==> src/design/iac_pkg.sv <==
// shared constants and types of the auxiliary command decoder
`default_nettype none
package iac_pkg;

    // register byte offsets on the avalon slave
    localparam logic [3:0] ADDR_STATUS = 4'h0;   // address status, read only
    localparam logic [3:0] ADDR_AUXCMD = 4'h4;   // auxiliary command, write only
    localparam logic [3:0] ADDR_STATIC = 4'h8;   // static settings readback
    localparam logic [3:0] ADDR_PAGE   = 4'hc;   // page-in state readback

    // command register layout
    localparam int CMD_CS_BIT  = 7;
    localparam int CMD_RSV_MSB = 6;
    localparam int CMD_RSV_LSB = 5;
    localparam int CMD_FN_MSB  = 4;

    // function codes in bits 4..0
    localparam logic [4:0] FN_SWRST = 5'h00;
    localparam logic [4:0] FN_DAC   = 5'h01;
    localparam logic [4:0] FN_RHDF  = 5'h02;
    localparam logic [4:0] FN_HDFA  = 5'h03;
    localparam logic [4:0] FN_HDFE  = 5'h04;
    localparam logic [4:0] FN_NBAF  = 5'h05;
    localparam logic [4:0] FN_FGET  = 5'h06;
    localparam logic [4:0] FN_RTL   = 5'h07;
    localparam logic [4:0] FN_FEOI  = 5'h08;
    localparam logic [4:0] FN_LON   = 5'h09;
    localparam logic [4:0] FN_TON   = 5'h0a;
    localparam logic [4:0] FN_DAI   = 5'h13;
    localparam logic [4:0] FN_PTS   = 5'h14;
    localparam logic [4:0] FN_STDL  = 5'h15;
    localparam logic [4:0] FN_VSTDL = 5'h17;
    localparam logic [4:0] FN_SERVICE_REQUEST_BIT_TWO  = 5'h18;
    localparam logic [4:0] FN_ALT   = 5'h19;
    localparam logic [4:0] FN_REQ   = 5'h1a;
    localparam logic [4:0] FN_CHRST = 5'h1c;
    localparam logic [4:0] FN_IST   = 5'h1d;
    localparam logic [4:0] FN_PIA   = 5'h1e;
    localparam logic [4:0] FN_PIB   = 5'h1f;

    // address status bit positions
    localparam int ST_REM_BIT  = 7;
    localparam int ST_LLO_BIT  = 6;
    localparam int ST_ATN_BIT  = 5;
    localparam int ST_LPAS_BIT = 4;
    localparam int ST_TALKER_PRIMARY_ADDRESSED_BIT = 3;
    localparam int ST_LA_BIT   = 2;
    localparam int ST_TA_BIT   = 1;
    localparam int ST_ULPA_BIT = 0;

    // trigger stretch length in clock cycles
    localparam int         TRIG_CNT_W     = 3;
    localparam logic [2:0] TRIG_PULSE_CYC = 3'h5;

    // events from the bus addressing logic, strobes qualified by accept-data
    typedef struct packed {
        logic mta;        // own talk address accepted
        logic mla;        // own listen address accepted
        logic ota;        // other talk address accepted
        logic pcg;        // primary command group byte accepted
        logic unl;        // unlisten accepted
        logic ifc;        // interface clear level
        logic spas;       // serial poll active level
        logic prim_lsb;   // lsb of primary address, valid with pcg
        logic rem;
        logic llo;
        logic atn;
    } iac_evt_s;

    typedef struct packed {
        logic swrst;
        logic hdfa;
        logic hdfe;
        logic fget;
        logic rtl;
        logic lon;
        logic ton;
        logic dai;
        logic stdl;
        logic vstdl;
        logic service_request_bit_two;
        logic ist;
    } iac_static_s;

    localparam iac_static_s STATIC_RST = '{swrst: 1'b1, default: 1'b0};

    typedef struct packed {
        logic dac_invalid;
        logic dac_valid;
        logic rhdf;
        logic nbaf;
        logic feoi;
        logic rtl;
        logic pts;
        logic switch_alt_mode;
        logic reqf;
        logic reqt;
        logic chip_reset_cmd;
        logic clrpi;
        logic pagein_mask_two;
        logic pagein_bus_ctrl;
        logic pagein_eos;
        logic pagein_accessory;
    } iac_pulse_s;

    typedef struct packed {
        logic mask_two;
        logic bus_ctrl;
        logic eos;
        logic accessory;
    } iac_page_s;

    // whole state of the main module
    typedef struct packed {
        logic        avs_wait;
        logic [31:0] rdata;
        iac_static_s stat;
        iac_pulse_s  pulse;
        iac_page_s   page;
        logic        talker_primary_addressed;
        logic        lpas;
        logic        la;
        logic        ta;
        logic        ulpa;
    } iac_state_s;

    typedef struct packed {
        logic                  hold;
        logic                  trig;
        logic [TRIG_CNT_W-1:0] cnt;
    } iac_trig_s;

endpackage : iac_pkg
`default_nettype wire

==> src/design/iac_trig_stretch.sv <==
// trigger output driver for the forced group execute trigger
`timescale 1ns/10ps
`default_nettype none
module iac_trig_stretch
    import iac_pkg::*;
(
    input  wire logic i_mclk,
    input  wire logic i_nrst,
    input  wire logic i_clk_en,
    input  wire logic i_set,
    input  wire logic i_clr,
    output logic      o_trig
);

    iac_trig_s st_q;
    iac_trig_s st_d;

    // set holds the trigger, clear gives a fixed-length pulse
    always_comb
    begin
        st_d = st_q;
        if (i_set)
        begin
            st_d.hold = 1'b1;
            st_d.trig = 1'b1;
            st_d.cnt  = '0;
        end
        else if (i_clr)
        begin
            st_d.hold = 1'b0;
            st_d.trig = 1'b1;
            st_d.cnt  = TRIG_PULSE_CYC - 3'h1;    // counts the first cycle too
        end
        else if (st_q.cnt != '0)
            st_d.cnt = st_q.cnt - 3'h1;
        else if (!st_q.hold)
            st_d.trig = 1'b0;
    end

    always_ff @(posedge i_mclk)
    begin
        if (!i_nrst)
            st_q <= '0;
        else if (i_clk_en)
            st_q <= st_d;
    end

    assign o_trig = st_q.trig;

endmodule : iac_trig_stretch
`default_nettype wire

==> src/design/iac_aux_cmd.sv <==
// auxiliary command decoder and address status register
`timescale 1ns/10ps
`default_nettype none
// Contract
// - talk-primary flag sets on own talk address, clears on other primary byte or pon
// - listener flag reads 1 when addressed to listen or in listen-only
// - becoming addressed to listen drops any talker-addressed condition
// - listener flag clears on pon, interface clear, or accepted unlisten
// - talker flag reads 1 when addressed to talk, serial polled or talk-only
// - becoming addressed to talk drops any listener-addressed condition
// - talker flag clears on pon, interface clear, or other talk address accepted
// - status bit 0 holds lsb of last received primary address
// - chip reset code 1c is pulsed and clears the primary lsb flag
// - command bit 7 sets or clears, bits 4..0 select the function
// - pulsed commands assert their action for exactly one clock
// - 01 and 81 release accept holdoff, secondary invalid or valid
// - 05 pulses byte-available false, 08 pulses end-or-identify request
// - 06/86 forced trigger, 07/87 return-to-local message
// - 13/93 globally disable interrupts
// - 15/95 short settling, 17/97 very short settling, static
// - 18/98 second service bit; 1a/9a service request pulses; 1d/9d poll flag
// - 1e, 1f, 9e, 9f page registers in; 9c clears all page-ins
// - undefined command codes take no action
// - software reset holds interface functions idle like power-on
// - clearing forced trigger pulses trigger five clocks; setting holds it
module iac_aux_cmd
    import iac_pkg::*;
(
    input  wire logic        i_mclk,
    input  wire logic        i_nrst,
    input  wire logic        i_clk_en,
    input  wire logic [3:0]  i_avs_address,
    input  wire logic        i_avs_read,
    input  wire logic        i_avs_write,
    input  wire logic [31:0] i_avs_writedata,
    input  wire logic [3:0]  i_avs_byteenable,
    output logic [31:0]      o_avs_readdata,
    output logic             o_avs_waitrequest,
    input  wire iac_evt_s    i_evt,
    output iac_static_s      o_static,
    output iac_pulse_s       o_pulse,
    output iac_page_s        o_page,
    output logic             o_trigger
);

    iac_state_s st_q;
    iac_state_s st_d;

    logic       wr_cmd;
    logic [7:0] cmd;
    logic       cs;
    logic [4:0] fn;
    logic       rsv_ok;
    logic       pon;
    logic       la_flag;
    logic       ta_flag;
    logic       fget_set;
    logic       fget_clr;
    logic [7:0] status;

    // command strobe: a write is acted on at its accepting edge only
    assign wr_cmd = i_avs_write & ~st_q.avs_wait & (i_avs_address == ADDR_AUXCMD) & i_avs_byteenable[0];
    assign cmd    = i_avs_writedata[7:0];
    assign cs     = cmd[CMD_CS_BIT];
    assign fn     = cmd[CMD_FN_MSB:0];
    assign rsv_ok = (cmd[CMD_RSV_MSB:CMD_RSV_LSB] == 2'h0);
    assign pon    = st_q.stat.swrst;

    // forced trigger strobes for the stretcher
    assign fget_set = wr_cmd & rsv_ok & (fn == FN_FGET) & cs;
    assign fget_clr = wr_cmd & rsv_ok & (fn == FN_FGET) & ~cs;

    // flags are masked while software reset holds the functions idle
    assign la_flag = ~pon & (st_q.la | st_q.stat.lon);
    assign ta_flag = ~pon & (st_q.ta | st_q.stat.ton | i_evt.spas);

    // address status byte as software sees it
    always_comb
    begin
        status              = 8'h00;
        status[ST_REM_BIT]  = i_evt.rem;
        status[ST_LLO_BIT]  = i_evt.llo;
        status[ST_ATN_BIT]  = i_evt.atn;
        status[ST_LPAS_BIT] = st_q.lpas;
        status[ST_TALKER_PRIMARY_ADDRESSED_BIT] = st_q.talker_primary_addressed;
        status[ST_LA_BIT]   = la_flag;
        status[ST_TA_BIT]   = ta_flag;
        status[ST_ULPA_BIT] = st_q.ulpa;
    end

    // next state: bus slave, command decode, address flags
    always_comb
    begin
        st_d       = st_q;
        st_d.pulse = '0;    // pulses last one clock

        // one wait cycle, then a single cycle with waitrequest low
        if ((i_avs_read | i_avs_write) & st_q.avs_wait)
        begin
            st_d.avs_wait = 1'b0;
            st_d.rdata    = 32'h0000_0000;   // unmapped and write-only read zero
            unique case (i_avs_address)
                ADDR_STATUS: st_d.rdata[7:0]  = status;
                ADDR_STATIC: st_d.rdata[11:0] = st_q.stat;
                ADDR_PAGE:   st_d.rdata[3:0]  = st_q.page;
                default:     st_d.rdata       = 32'h0000_0000;
            endcase
        end
        else if (!st_q.avs_wait)
            st_d.avs_wait = 1'b1;

        // decode; statics only move on a matching write
        if (wr_cmd & rsv_ok)
        begin
            unique case (fn)
                FN_SWRST: st_d.stat.swrst = cs;
                FN_DAC:
                begin
                    st_d.pulse.dac_valid   = cs;
                    st_d.pulse.dac_invalid = ~cs;
                end
                FN_RHDF:  st_d.pulse.rhdf = ~cs;
                FN_HDFA:  st_d.stat.hdfa = cs;
                FN_HDFE:  st_d.stat.hdfe = cs;
                FN_NBAF:  st_d.pulse.nbaf = ~cs;
                FN_FGET:  st_d.stat.fget = cs;
                FN_RTL:
                begin
                    st_d.stat.rtl  = cs;
                    st_d.pulse.rtl = ~cs;                           // clear pulses the message true
                end
                FN_FEOI:  st_d.pulse.feoi = ~cs;
                FN_LON:
                begin
                    st_d.stat.lon = cs;
                    if (cs)
                        st_d.ta = 1'b0;
                end
                FN_TON:
                begin
                    st_d.stat.ton = cs;
                    if (cs)
                        st_d.la = 1'b0;
                end
                FN_DAI:   st_d.stat.dai = cs;
                FN_PTS:   st_d.pulse.pts = ~cs;
                FN_STDL:  st_d.stat.stdl = cs;
                FN_VSTDL: st_d.stat.vstdl = cs;
                FN_SERVICE_REQUEST_BIT_TWO:  st_d.stat.service_request_bit_two = cs;
                FN_ALT:   st_d.pulse.switch_alt_mode = cs;
                FN_REQ:
                begin
                    st_d.pulse.reqt = cs;
                    st_d.pulse.reqf = ~cs;
                end
                FN_CHRST:
                begin
                    st_d.pulse.chip_reset_cmd = ~cs;
                    st_d.pulse.clrpi          = cs;
                    if (cs)
                        st_d.page = '0;
                    else
                    begin
                        st_d.stat.swrst = 1'b1;                     // chip reset re-enters software reset
                        st_d.ulpa       = 1'b0;
                    end
                end
                FN_IST:   st_d.stat.ist = cs;
                FN_PIA:
                begin
                    st_d.pulse.pagein_mask_two = ~cs;
                    st_d.pulse.pagein_eos      = cs;
                    if (cs)
                        st_d.page.eos = 1'b1;
                    else
                        st_d.page.mask_two = 1'b1;
                end
                FN_PIB:
                begin
                    st_d.pulse.pagein_bus_ctrl  = ~cs;
                    st_d.pulse.pagein_accessory = cs;
                    if (cs)
                        st_d.page.accessory = 1'b1;
                    else
                        st_d.page.bus_ctrl = 1'b1;
                end
                default: st_d.pulse = '0;                           // reserved
            endcase
        end

        // primary lsb tracks every primary byte outside software reset; a new address wins over chip reset
        if (i_evt.pcg & ~pon)
            st_d.ulpa = i_evt.prim_lsb;

        // primary addressed states; pon holds them idle
        if (pon)
        begin
            st_d.talker_primary_addressed = 1'b0;
            st_d.lpas = 1'b0;
        end
        else
        begin
            if (i_evt.mta)
                st_d.talker_primary_addressed = 1'b1;
            else if (i_evt.pcg)
                st_d.talker_primary_addressed = 1'b0;
            if (i_evt.mla)
                st_d.lpas = 1'b1;
            else if (i_evt.pcg)
                st_d.lpas = 1'b0;
        end

        // listener addressed; talk addressing drops it
        if (pon | i_evt.ifc)
            st_d.la = 1'b0;
        else if (i_evt.mla)
            st_d.la = 1'b1;
        else if (i_evt.unl | i_evt.mta)
            st_d.la = 1'b0;

        // talker addressed; listen addressing drops it
        if (pon | i_evt.ifc)
            st_d.ta = 1'b0;
        else if (i_evt.mta)
            st_d.ta = 1'b1;
        else if (i_evt.ota | i_evt.mla)
            st_d.ta = 1'b0;
    end

    // state register, frozen while the clock enable is low
    always_ff @(posedge i_mclk)
    begin
        if (!i_nrst)
        begin
            st_q          <= '0;
            st_q.avs_wait <= 1'b1;
            st_q.stat     <= STATIC_RST;
        end
        else if (i_clk_en)
            st_q <= st_d;
    end

    // trigger pin driver
    iac_trig_stretch u_trig (
        .i_mclk   (i_mclk),
        .i_nrst   (i_nrst),
        .i_clk_en (i_clk_en),
        .i_set    (fget_set),
        .i_clr    (fget_clr),
        .o_trig   (o_trigger)
    );

    assign o_avs_readdata    = st_q.rdata;
    assign o_avs_waitrequest = st_q.avs_wait;
    assign o_static          = st_q.stat;
    assign o_pulse           = st_q.pulse;
    assign o_page            = st_q.page;
endmodule : iac_aux_cmd
`default_nettype wire

==> config.mk <==
export PLATFORM = sky130hd
export DESIGN_NAME = iac_aux_cmd
export DESIGN_NICKNAME = d
export VERILOG_FILES = /design/src/design/iac_pkg.sv /design/src/design/iac_trig_stretch.sv /design/src/design/iac_aux_cmd.sv
export SDC_FILE = /design/constraint.sdc
export NUM_CORES = 1
export LEC_CHECK = 0
export ABC_AREA = 1
export ABC_CLOCK_PERIOD_IN_PS = 3880
export CAP_MARGIN = 20
export CORE_AREA = 2 2 82 84
export DETAILED_ROUTE_END_ITERATION = 10
export DIE_AREA = 0 0 84 86
export DONT_BUFFER_PORTS = 1
export HOLD_SLACK_MARGIN = 0.03
export PLACE_DENSITY = 0.76
export SETUP_SLACK_MARGIN = 0.5
export SYNTH_ARGS = -nofsm -noshare
export SYNTH_HDL_FRONTEND = slang
export SYNTH_SLANG_ARGS = --single-unit
==> constraint.sdc <==
create_clock -name i_mclk -period 3.88 [get_ports i_mclk]
set_clock_uncertainty 0.1 [all_clocks]
set_input_delay 0.776 -clock i_mclk [delete_from_list [all_inputs] [get_ports i_mclk]]
set_output_delay 0.776 -clock i_mclk [all_outputs]
set_load 0.005 [all_outputs]
Word-level counts from Yosys, hierarchy flattened
Cells that the tools add are included.
- word-level logic and storage cells: 190
- flip-flop bits (word level): 55
- bitwise operators: 21
- muxes and demuxes: 49
- add/sub/neg operators: 1
- equality and inequality tests: 33
- reductions and logical operators: 44
- operators by type and width (operator ; count):
    $eq A5 B5 Y1 const B ; 11
    $reduce_and A3 Y1 ; 12
    $mux W1 ; 31
    $reduce_bool A4 Y1 ; 6
    $eq A5 B3 Y1 const B ; 4
    $mux W20 ; 1
    $reduce_and A5 Y1 ; 4
    $reduce_and A4 Y1 ; 4
    $eq A5 B4 Y1 const B ; 3
    $mux W4 ; 3
    $ne A2 B2 Y1 const B ; 6
    $pmux W4 S3 ; 1
    $reduce_bool A2 Y1 ; 6
    $reduce_bool A3 Y1 ; 4
    $and A1 B1 Y1 ; 11
    $eq A5 B2 Y1 const B ; 2
    $pmux W1 S2 ; 5
    $reduce_and A2 Y1 ; 5
    $eq A4 B4 Y1 const B ; 2
    $mux W2 ; 4
    $pmux W4 S2 ; 1
    $or A1 B1 Y1 ; 7
    $mux W3 ; 2
    $ne A3 B3 Y1 const B ; 2
    9 further kinds ; 11

Longest topological paths before layout
Gate-level depths: netlist of the first run.
- depth in word-level cells: 9
- depth in mapped cells: 10
- depth with buffers taken out: 10

Cells and area by module
A second synthesis of the first run with hierarchy kept.
- cells, all modules: 496
- area, all modules: 3305.7 um2
- modules (own cells, without submodules) (module ; cells each ; area an instance (um2) ; times used ; sequential area each (um2)):
    iac_aux_cmd ; 450 ; 3007.9 ; 1 ; 1001.0
    iac_trig_stretch ; 46 ; 297.8 ; 1 ; 100.1

Worst setup path after synthesis of the first run
Ideal clock, no wire load.
- path kind: input port to flip-flop
- from: input i_clk_en
- to: register st_q, in the netlist o_avs_readdata[5]
- required time: 3659 ps
- path slack: 1980 ps
- arrival time: 1679 ps
- stages: 7
- cell sequence: buf_4 -> inv_2 -> nor3_4 -> inv_4 -> buf_2 -> nand2_1 -> a31oi_1
- word-level cells in the longest chain between the ends: 1
- ends and longest elaborated chain (what ; line ; source):
    start, declared ; iac_aux_cmd.sv:31 ; input wire logic i_clk_en,
    $reduce_and A2 Y1 (no line) ; -- ;
    end signal, assigned ; iac_aux_cmd.sv:240 ; st_q <= st_d;
    end, declared ; iac_aux_cmd.sv:46 ; iac_state_s st_q;
Every way passes these cells.
A chain may end at the register's enable or synchronous reset.

Worst setup path after layout of the first run
- from: input i_avs_writedata[6]
- to: register st_q, in the netlist o_pulse[12]
- word-level cells in the longest chain between the ends: 3
- ends and longest elaborated chain (what ; line ; source):
    start, declared ; iac_aux_cmd.sv:35 ; input wire logic [31:0] i_avs_writedata,
    $logic_not A2 Y1 ; iac_aux_cmd.sv:66 ; assign rsv_ok = (cmd[CMD_RSV_MSB:CMD_RSV_LSB] == 2'h0);
    $and A1 B1 Y1 ; iac_aux_cmd.sv:113 ; if (wr_cmd & rsv_ok)
    $mux W20 ; iac_aux_cmd.sv:113 ;
Every way passes these cells.

==> summary.md, run 1 <==
| Metric | Value |
|---|---|
| Synthesized instance count | 509 |
| Yosys top cell area share | 0.329 |
| Synth Cell Area | 3350 sq um |
| Number of enable flip-flop cells after synthesis | 0 |
| RSZ-0062 raised after global routing | false |
| Die Ht | 86 um |
| R2R depth | 7 |
| TNS Setup | 0 ps |
| CP startpoint kind | input pin |
| Final Power | 1160 uW |
| WP data required | 4010 ps |
| Warnings, synthesis | 0 |
| Vias in the first global route | 2497 |
| CTS tree | built |
| LEAKAGE | 0.00132 uW |
| Reg2reg start | o_avs_waitrequest$_SDFFE_PN1P_ |
| Clock tree buffer depth | 2 |
| Final ANT Viol Nets | 0 |
| Post-synthesis async set-or-reset flop share | 0 |
| Total CTS buffers | 5 |
| Slew HR | 0.667 |
| Routed WL per cell | 14.0 um |
| CTS clk-pin slew, worst paths | 100 ps |
| GRT Util Overall | 0.206 |
| Initial Util | 0.534 |
| Net Sw Power | 304 uW |
| Top delay family on crit path | simple AND/OR/NAND/NOR gates |
| Htree depth | 2 |
| #FFs+latches synth | 55 |
| Vias per Instance | 5.21 |
| Drt pass-1 iters | 4 |
| Slowest stage delay, CP | 340 ps |
| Via count | 2776 |
| Clk Latency, worst-skew pair | 310 ps |
| Clock root buffer | clkbuf_8 |
| # port buffers | 0 |
| Final GP Congestion | 0.912 |
| CP max FO | 16 |
| Share of layout cells above drive strength 1 | 0.0482 |
| Comb power frac | 0.155 |
| Final worst path period need | 1990 ps |
| Cell with the most instances after synthesis | nand2_1 |
| Maximum vdd drop | 0.000180 V |
| Period utilization | 0.513 |
| Ant. Diodes | 0 |
| Drt drc | 0 |
| Sw frac | 0.262 |
| WS Path Type | in -> reg |
| Global-route wire length before repair | 12000 um |
| Worst r2r dst | o_pulse[12]$_SDFFE_PN0P_ |
| Post-DP HPWL | 5650 um |
| Seq pwr share | 0.510 |
| Initial antenna violation count | 0 |
| Top cells by count, synth | nand2_1 (124), nor2_1 (69), buf_4 (68) |
| Critical path arrival | 2130 ps |
| Cells along the critical path | nor2_1 -> nand3_1 -> nor2_4 -> nand2_1 -> inv_1 -> nand2_1 -> a21oi_1 |
| Outcome | complete, no violations |
| Core outline area | 6280 sq um |
| Post-CTS Hold Buffers | 0 |
| FP Rows | 29 |
| Largest area contributor in the netlist | dfxtp_1 |
| Pint | 856 uW |
| Placed Area | 2950 sq um |
| Pins Over Slew Limit | 0 |
| Hold Fails Final Rpt | 0 |
| Power per cell area | 375 nW/um^2 |
| Distinct cells, synth | 32 |
| Final setup fails | 0 |
| CP bufs+invs | 1 |
| R2R Setup Slk | 2060 ps |
| FMAX | 0.502 GHz |
| Clk pwr share | 0.336 |
| Worst Hold Launch | u_trig.st_q[4]$_SDFFE_PN0P_ |
| Crit. End Element | flop |
| Die width | 84 um |
| NumNets Final | 513 |
| Seq/Total Area, Yosys | 0.329 |
| Starting DRT DRC Count | 156 |
| Worst hold path class | reg -> reg |
| DRT Wirelength | 7490 um |
| Hold path endpoint | u_trig.st_q[4]$_SDFFE_PN0P_ |
| Max-cap violations | 0 |
| Fillers | 674 |
| Final instance area | 3100 sq um |
| Worst-margin pin slew | 496 ps |
| Slowest CP cell | nor2_4 |
| Mean post-synth cell area | 6.58 sq um |
| Largest net degree at the start of global routing | 37 |
| Sink Count | 55 |
| Post-CTS Setup Repair Bufs | 0 |
| WHS Path Cells | 2 |
| Remaining Overflow, GRT | 0 |
| Post-synth top flop | dfxtp_1 |
| Synth-to-Final Area Change | -7.51% |
| PostCTS Resize Cnt | 0 |
| DIE AREA | 7220 sq um |
| Top post-synthesis cells by area | dfxtp_1 (33%), buf_4 (15%), nand2_1 (14%) |
| IO Pins | 122 |
| Cell repeated most along the worst path | nand2_1 |
==> worst register-to-register path, stage by stage (launching register included) <==
cell and delay, ps:
dfxtp_1 380, nor2_1 130, nand3_1 130, nor2_4 340, nand2_1 280, inv_1 200, nand2_1 80, a21oi_1 120
==> cells in the final DEF (no fill, tap or decap), types with 3 or more instances in the layout <==
cell type	Yosys	layout
nand4_1	12	12
nor3_1	8	8
a31oi_1	4	4
inv_1	49	49
nor2_4	3	3
o21a_1	4	4
nor2_2	3	3
nand2_1	124	124
nor2_1	69	69
dfxtp_1	55	55
nand3b_1	3	3
o21ai_0	4	4
nand3_1	40	40
a21oi_1	32	32
clkbuf_8	0	6
conb_1	1	20
==> sequential cells by signal (all words and copies together), names as in the netlist <==
name,cells
o_static,11
u_trig.o_trig,1
u_trig.st_q,4
o_avs_waitrequest,1
o_pulse,16
o_avs_readdata,12
o_page,4
st_q,5
pon,1
==> cell type report <==
cell class / count / area, sq um / share of cell area
multi-input combinational: 338 / 1550 / 0.500
sequential: 55 / 1100 / 0.355
inverter: 54 / 205 / 0.0662
tap: 77 / 96.3 / 0.0311
clock buffer: 6 / 82.6 / 0.0267
clock inverter: 2 / 35.0 / 0.0113
timing repair buffer: 1 / 27.5 / 0.00889
==> power by group through the flow <==
stage          clock [uW]  combinational [uW]  sequential (uW)
3_5_place_dp            0                 173              605
5_1_grt               418                 214              594
3_3_place_gp            0                 168              604
2_1_floorplan           0                 175              603
6_report              390                 180              592
4_1_cts               397                 175              592
==> cell families (layout without fill, tap and decap cells) <==
kind of cell             Yosys count  after routing  synth area share
AND/OR/NAND/NOR                  267            267             0.352
flip-flops                        55             55             0.329
AO/OA/AOI/OAI                     48             48            0.0784
buffers and inverters            135             63             0.230
adder cells (fa/ha/maj)            2              2           0.00747
other                              1             20           0.00112
XOR/XNOR                           1              1           0.00262
==> worst max path at each step <==
stage | from | to | slack (ps) | cells past startpoint
after floorplan | i_clk_en | o_avs_readdata[5]$_SDFFE_PN0P_ | 1980 | 7
after global placement | i_avs_writedata[6] | o_pulse[12]$_SDFFE_PN0P_ | 1610 | 7
after detailed placement | i_avs_writedata[6] | o_pulse[11]$_SDFFE_PN0P_ | 1560 | 7
after CTS | i_avs_writedata[6] | o_pulse[4]$_SDFFE_PN0P_ | 1880 | 7
after global routing | i_avs_writedata[6] | o_static[10]$_SDFFE_PN0P_ | 1720 | 8
final | i_avs_writedata[6] | o_pulse[12]$_SDFFE_PN0P_ | 1890 | 7
==> routing by layer <==
layer / part of all wire / vias up / GRT usage
li1: - / 1414 / -
met1: 0.43 / 1255 / 0.256
met2: 0.47 / 99 / 0.349
met3: 0.082 / 8 / 0.0626
met4: 0.012 / 0 / 0.0528
met5: 0 / - / 0
==> stage by stage <==
| step | utilization | worst slack [ps] | cells | hold slack (ps) |
|---|---|---|---|---|
| 3_5_place_dp | 0.470 | 1560 | 524 | 364 |
| 5_1_grt | 0.494 | 1720 | 533 | 405 |
| 3_3_place_gp | 0.470 | 1610 | 524 | 353 |
| 2_1_floorplan | - | 1980 | 528 | 342 |
| 6_report | 0.494 | 1890 | 533 | 375 |
| 4_1_cts | 0.489 | 1880 | 532 | 379 |
No activity file was read; power rests on OpenSTA's default activity.
==> run 2: changes to the inputs <==
--- a/config.mk
+++ b/config.mk
@@ -6,14 +6,14 @@
 export NUM_CORES = 1
 export LEC_CHECK = 0
 export ABC_AREA = 1
-export ABC_CLOCK_PERIOD_IN_PS = 3880
+export ABC_CLOCK_PERIOD_IN_PS = 1800
 export CAP_MARGIN = 20
 export CORE_AREA = 2 2 82 84
 export DETAILED_ROUTE_END_ITERATION = 10
 export DIE_AREA = 0 0 84 86
 export DONT_BUFFER_PORTS = 1
 export HOLD_SLACK_MARGIN = 0.03
-export PLACE_DENSITY = 0.76
+export PLACE_DENSITY = 0.79
 export SETUP_SLACK_MARGIN = 0.5
 export SYNTH_ARGS = -nofsm -noshare
 export SYNTH_HDL_FRONTEND = slang
==> constraint.sdc (replaced) <==
create_clock -name i_mclk -period 1.8 [get_ports i_mclk]
set_clock_uncertainty 0.1 [all_clocks]
set_input_delay 0.36 -clock i_mclk [delete_from_list [all_inputs] [get_ports i_mclk]]
set_output_delay 0.36 -clock i_mclk [all_outputs]
set_load 0.005 [all_outputs]
==> run 2 against run 1 <==
Against the previous run:
- flip-flop and latch count stayed put
- via count grew 4.7%
- largest cell class unchanged
- combinational power is 140% higher
- power increased by 120%
- global-route usage grew 2.3 points
- cell area grew 12%
- sequential share of layout area fell by 3.8 points
- clock-buffer cell count unchanged
- critical path depth increased by 1
==> summary.md, run 2 (synthesis results as in run 1) <==
| Metric | Value |
|---|---|
| Global-route wire length before repair | 13300 um |
| Core outline area | 6280 sq um |
| FP Rows | 29 |
| Period utilization | 0.829 |
| Final worst path period need | 1490 ps |
| Final core occ | 0.555 |
| Initial antenna violation count | 0 |
| Vias in the first global route | 2790 |
| Routed WL per cell | 15.1 um |
| Outcome | complete, no violations |
| Die width | 84 um |
| Net Sw Power | 689 uW |
| Post-DP HPWL | 6110 um |
| M1 WL | 3300 um |
| CTS clk-pin slew, worst paths | 100 ps |
| Seq pwr share | 0.500 |
| Vias per Instance | 5.30 |
| Worst hold path class | in -> reg |
| Maximum vdd drop | 0.000536 V |
| Synth-to-Final Area Change | 3.92% |
| Power per cell area | 734 nW/um^2 |
| Drt pass-1 iters | 4 |
| Clk Latency, worst-skew pair | 310 ps |
| WL met3 | 832 um |
| Largest net degree at the start of global routing | 29 |
| Clock tree buffer depth | 2 |
| Die Ht | 86 um |
| Share of layout cells above drive strength 1 | 0.185 |
| Drt drc | 0 |
| Largest register FFs | 16 |
| Starting DRT DRC Count | 174 |
| GRT Util Overall | 0.229 |
| WP data required | 1950 ps |
| Fillers | 619 |
| LEAKAGE | 0.00142 uW |
| Hold Worst Slack | 32.2 ps |
| DR WL met2 | 4080 um |
| Finished Layout Cells | 548 |
| Total CTS buffers | 5 |
| Final setup fails | 0 |
| Critical path arrival | 1650 ps |
| NumNets Final | 528 |
| Crit. End Element | flop |
| WS Path Type | reg -> reg |
| DRT Wirelength | 8290 um |
| Initial Util | 0.534 |
| DP Cell Count | 531 |
| # port buffers | 0 |
| Ant. Diodes | 0 |
| Clock root buffer | clkbuf_8 |
| FMAX | 0.670 GHz |
| Pins Over Slew Limit | 0 |
| Remaining Overflow, GRT | 0 |
| Final GP Congestion | 0.905 |
| RSZ-0062 raised after global routing | true |
| Sw frac | 0.270 |
| Pint | 1870 uW |
| Max-cap violations | 0 |
| Area of the multi-input gates | 1790 sq um |
| CTS tree | built |
| Clk pwr share | 0.333 |
| IO Pins | 122 |
| Via count | 2907 |
| Top Layer Used | met4 |
| FF+latch area | 1110 sq um |
| DIE AREA | 7220 sq um |
| Comb power frac | 0.167 |
| Dpl ws | 175 ps |
| Hold Fails Final Rpt | 0 |
| Most common cell after layout, fill and taps aside | nand2_1 |
| CP startpoint kind | flop |
| Most frequent cells in the layout | nand2_1 (112), nor2_1 (57), dfxtp_1 (53) |
| Final ANT Viol Nets | 0 |
| Setup WS post-layout | 307 ps |
| Sink Count | 55 |
| TNS Setup | 0 ps |
| Htree depth | 2 |
| CP max FO | 5 |
## run 2: cell type report
| class | count | area share |
|---|---|---|
| clock inverter | 2 | 0.0101 |
| clock buffer | 6 | 0.0237 |
| tap | 77 | 0.0277 |
| inverter | 54 | 0.0622 |
| sequential | 55 | 0.318 |
| multi-input combinational | 339 | 0.515 |
| timing repair buffer | 15 | 0.0435 |
## run 2: path summary, 6_finish.rpt
kind | start | endpoint | slack (ps) | cells past startpoint
setup / recovery | o_avs_waitrequest$_SDFFE_PN1P_ | o_page[1]$_SDFFE_PN0P_ | 310 | 8
hold / removal | i_nrst | pon$_SDFFE_PN1P_ | 30 | 1
setup reg to reg | o_avs_waitrequest$_SDFFE_PN1P_ | o_page[1]$_SDFFE_PN0P_ | 310 | 8
hold reg to reg | u_trig.st_q[4]$_SDFFE_PN0P_ | u_trig.st_q[4]$_SDFFE_PN0P_ | 380 | 2
## run 2: per-stage QoR
stage	total power, uW	instance area (sq um)
floorplan	1690	3510
global placement	1680	3070
detailed placement	1700	3070
CTS	2560	3320
global route	2690	3480
finish	2550	3480
## run 2: worst max-delay path, cell delays in order, from the launching register on
cell	delay (ps)
dfxtp_4	390
nor2_4	110
nand3_4	100
nor2_4	250
buf_6	160
nand3_4	80
nor2_4	90
nor2_1	40
nor2_1	100
## run 2: timing repair
| item | 4_1_cts | 5_1_grt |
|---|---|---|
| gates cloned | 1 | 0 |
| setup buffers | 4 | 4 |
| endpoints found under the hold margin | 1 | 0 |
| resized for setup | 22 | 34 |
| endpoints found under the setup margin | 49 | 52 |
| pin swaps | 19 | 27 |
## run 2: metal layers
layer	track usage	up-vias
met5	0	-
met1	0.290	1330
met2	0.375	120
met3	0.0587	8
li1	-	1449
met4	0.0880	0
## run 2: power by group through the flow
stage | clock network, uW | registers (uW) | logic, uW
floorplan | 0 | 1300 | 391
global placement | 0 | 1300 | 381
detailed placement | 0 | 1310 | 399
CTS | 866 | 1280 | 420
global route | 909 | 1280 | 495
finish | 850 | 1280 | 428
==> run 3: changes to the inputs <==
--- a/config.mk
+++ b/config.mk
@@ -6,14 +6,14 @@
 export NUM_CORES = 1
 export LEC_CHECK = 0
 export ABC_AREA = 1
-export ABC_CLOCK_PERIOD_IN_PS = 1800
+export ABC_CLOCK_PERIOD_IN_PS = 1400
 export CAP_MARGIN = 20
 export CORE_AREA = 2 2 82 84
 export DETAILED_ROUTE_END_ITERATION = 10
 export DIE_AREA = 0 0 84 86
 export DONT_BUFFER_PORTS = 1
 export HOLD_SLACK_MARGIN = 0.03
-export PLACE_DENSITY = 0.79
+export PLACE_DENSITY = 0.76
 export SETUP_SLACK_MARGIN = 0.5
 export SYNTH_ARGS = -nofsm -noshare
 export SYNTH_HDL_FRONTEND = slang
==> constraint.sdc (replaced) <==
create_clock -name i_mclk -period 1.4 [get_ports i_mclk]
set_clock_uncertainty 0.1 [all_clocks]
set_input_delay 0.28 -clock i_mclk [delete_from_list [all_inputs] [get_ports i_mclk]]
set_output_delay 0.28 -clock i_mclk [all_outputs]
set_load 0.005 [all_outputs]
==> run 3 against run 2 <==
Against the previous run:
- the flow now finishes with violations (negative hold slack, negative setup slack)
- die area unchanged
- non-clock buffer count is 17 higher
- first-iteration DRC count decreased by 14%
- critical path depth is 1 higher
- cell area rose by 8.6%
- fmax is 4.1% higher
- combinational power up 65%
- highest routed layer unchanged
- critical endpoint is now o_static[2]$_SDFFE_PN0P_
==> summary.md, run 3 (synthesis results as in run 1) <==
| Metric | Value |
|---|---|
| Clk Latency, worst-skew pair | 300 ps |
| Seq pwr share | 0.515 |
| Sink Count | 55 |
| DRT Wirelength | 8300 um |
| Fillers | 596 |
| Worst hold path class | in -> reg |
| Synth-to-Final Area Change | 12.9% |
| Clk pwr share | 0.260 |
| Remaining Overflow, GRT | 0 |
| Drt pass-1 iters | 4 |
| WS Path Type | reg -> reg |
| CTS tree | built |
| Htree depth | 2 |
| Initial Util | 0.534 |
| Final Power | 3150 uW |
| CTS clk-pin slew, worst paths | 90 ps |
| Drt drc | 0 |
| Crit. End Element | flop |
| Period utilization | 1.02 |
| Routed WL per cell | 14.7 um |
| Dpl ws | -59.1 ps |
| Via count | 2953 |
| Final ANT Viol Nets | 0 |
| Sw frac | 0.291 |
| Ant. Diodes | 0 |
| Die Ht | 86 um |
| Net Sw Power | 914 uW |
| Post-DP HPWL | 6060 um |
| Maximum vdd drop | 0.000559 V |
| Critical path arrival | 1560 ps |
| CP startpoint kind | flop |
| Power per cell area | 832 nW/um^2 |
| Global-route wire length before repair | 13700 um |
| Pins Over Slew Limit | 0 |
| Final setup fails | 9 |
| R2R depth | 9 |
| Clock root buffer | clkbuf_8 |
| Core outline area | 6280 sq um |
| Hold Worst Slack | -46.2 ps |
| Comb power frac | 0.225 |
| WP data required | 1530 ps |
| GRT Util Overall | 0.232 |
| Die width | 84 um |
| Max-cap violations | 0 |
| Setup WS post-layout | -34.3 ps |
| FMAX | 0.697 GHz |
| WHS Path Cells | 1 |
| LEAKAGE | 0.00155 uW |
| TNS Setup | -103 ps |
| Share of layout cells above drive strength 1 | 0.348 |
| Failing checks | negative hold slack, negative setup slack |
| NumNets Final | 544 |
| RSZ-0062 raised after global routing | true |
| Outcome | finished with violations |
| IO Pins | 122 |
| FP Rows | 29 |
| DIE AREA | 7220 sq um |
| Largest net degree at the start of global routing | 37 |
| Largest register FFs | 16 |
| Final instance area | 3780 sq um |
| Most frequent cells in the layout | nand2_1 (103), nor2_1 (59), inv_1 (46) |
| Vias in the first global route | 2904 |
| Pint | 2230 uW |
| Hold Fails Final Rpt | 12 |
| Clock tree buffer depth | 2 |
| # port buffers | 0 |
| Initial antenna violation count | 0 |
| Total CTS buffers | 5 |
| CP max FO | 4 |
| Final worst path period need | 1430 ps |
| Placed Area | 3230 sq um |
| Vias per Instance | 5.25 |
| Starting DRT DRC Count | 149 |
| Most common cell after layout, fill and taps aside | nand2_1 |
| Final GP Congestion | 0.903 |
==> run 3: worst max-delay path: stages, from the launching register on <==
cell	delay (ps)
dfxtp_4	380
nor2_4	80
nand3_2	80
nor2_4	150
buf_12	150
buf_8	110
nand4_1	100
nand2_1	80
nand2_1	40
nor2_1	100
==> run 3: power by group through the flow <==
stage,clock [uW],sequential (uW),combinational (uW)
final,819,1620,708
after global routing,902,1630,804
after CTS,847,1620,608
after detailed placement,0,1680,553
after global placement,0,1670,531
after floorplan,0,1670,502
==> run 3: worst paths after layout <==
path | endpoint | startpoint | slack (ps)
setup reg to reg | o_static[2]$_SDFFE_PN0P_ | o_avs_waitrequest$_SDFFE_PN1P_ | -30
hold / removal | pon$_SDFFE_PN1P_ | i_nrst | -50
setup / recovery | o_static[2]$_SDFFE_PN0P_ | o_avs_waitrequest$_SDFFE_PN1P_ | -30
hold reg to reg | o_avs_readdata[1]$_SDFFE_PN0P_ | o_avs_readdata[1]$_SDFFE_PN0P_ | 370
==> run 3: layout make-up <==
| class | count | area (sq um) | area share |
|---|---|---|---|
| multi-input combinational | 338 | 1890 | 0.499 |
| sequential | 55 | 1200 | 0.316 |
| inverter | 54 | 221 | 0.0586 |
| timing repair buffer | 32 | 304 | 0.0804 |
| tap | 77 | 96.3 | 0.0255 |
| clock buffer | 7 | 76.3 | 0.0202 |
==> run 3: timing repair <==
item	in CTS	in global routing
pin swaps	31	15
endpoints found under the setup margin	101	101
gates resized for setup	101	46
setup buffers	3	4
hold endpoints to repair	22	19
==> run 3: through the flow <==
step                      std cells   util  hold slack [ps]
after floorplan                 528      -              339
after global placement          549  0.514              263
after detailed placement        549  0.514              267
after CTS                       559  0.573            -54.5
after global routing            563  0.602            -57.0
final                           563  0.602            -46.2
==> run 3: per-layer routing <==
metal | routed length [um] | global-route usage | vias to the layer above
met5 | 0 | 0 | -
met4 | 65 | 0.0557 | 0
met3 | 494 | 0.0549 | 6
met2 | 4210 | 0.400 | 83
met1 | 3530 | 0.294 | 1387
li1 | - | - | 1477
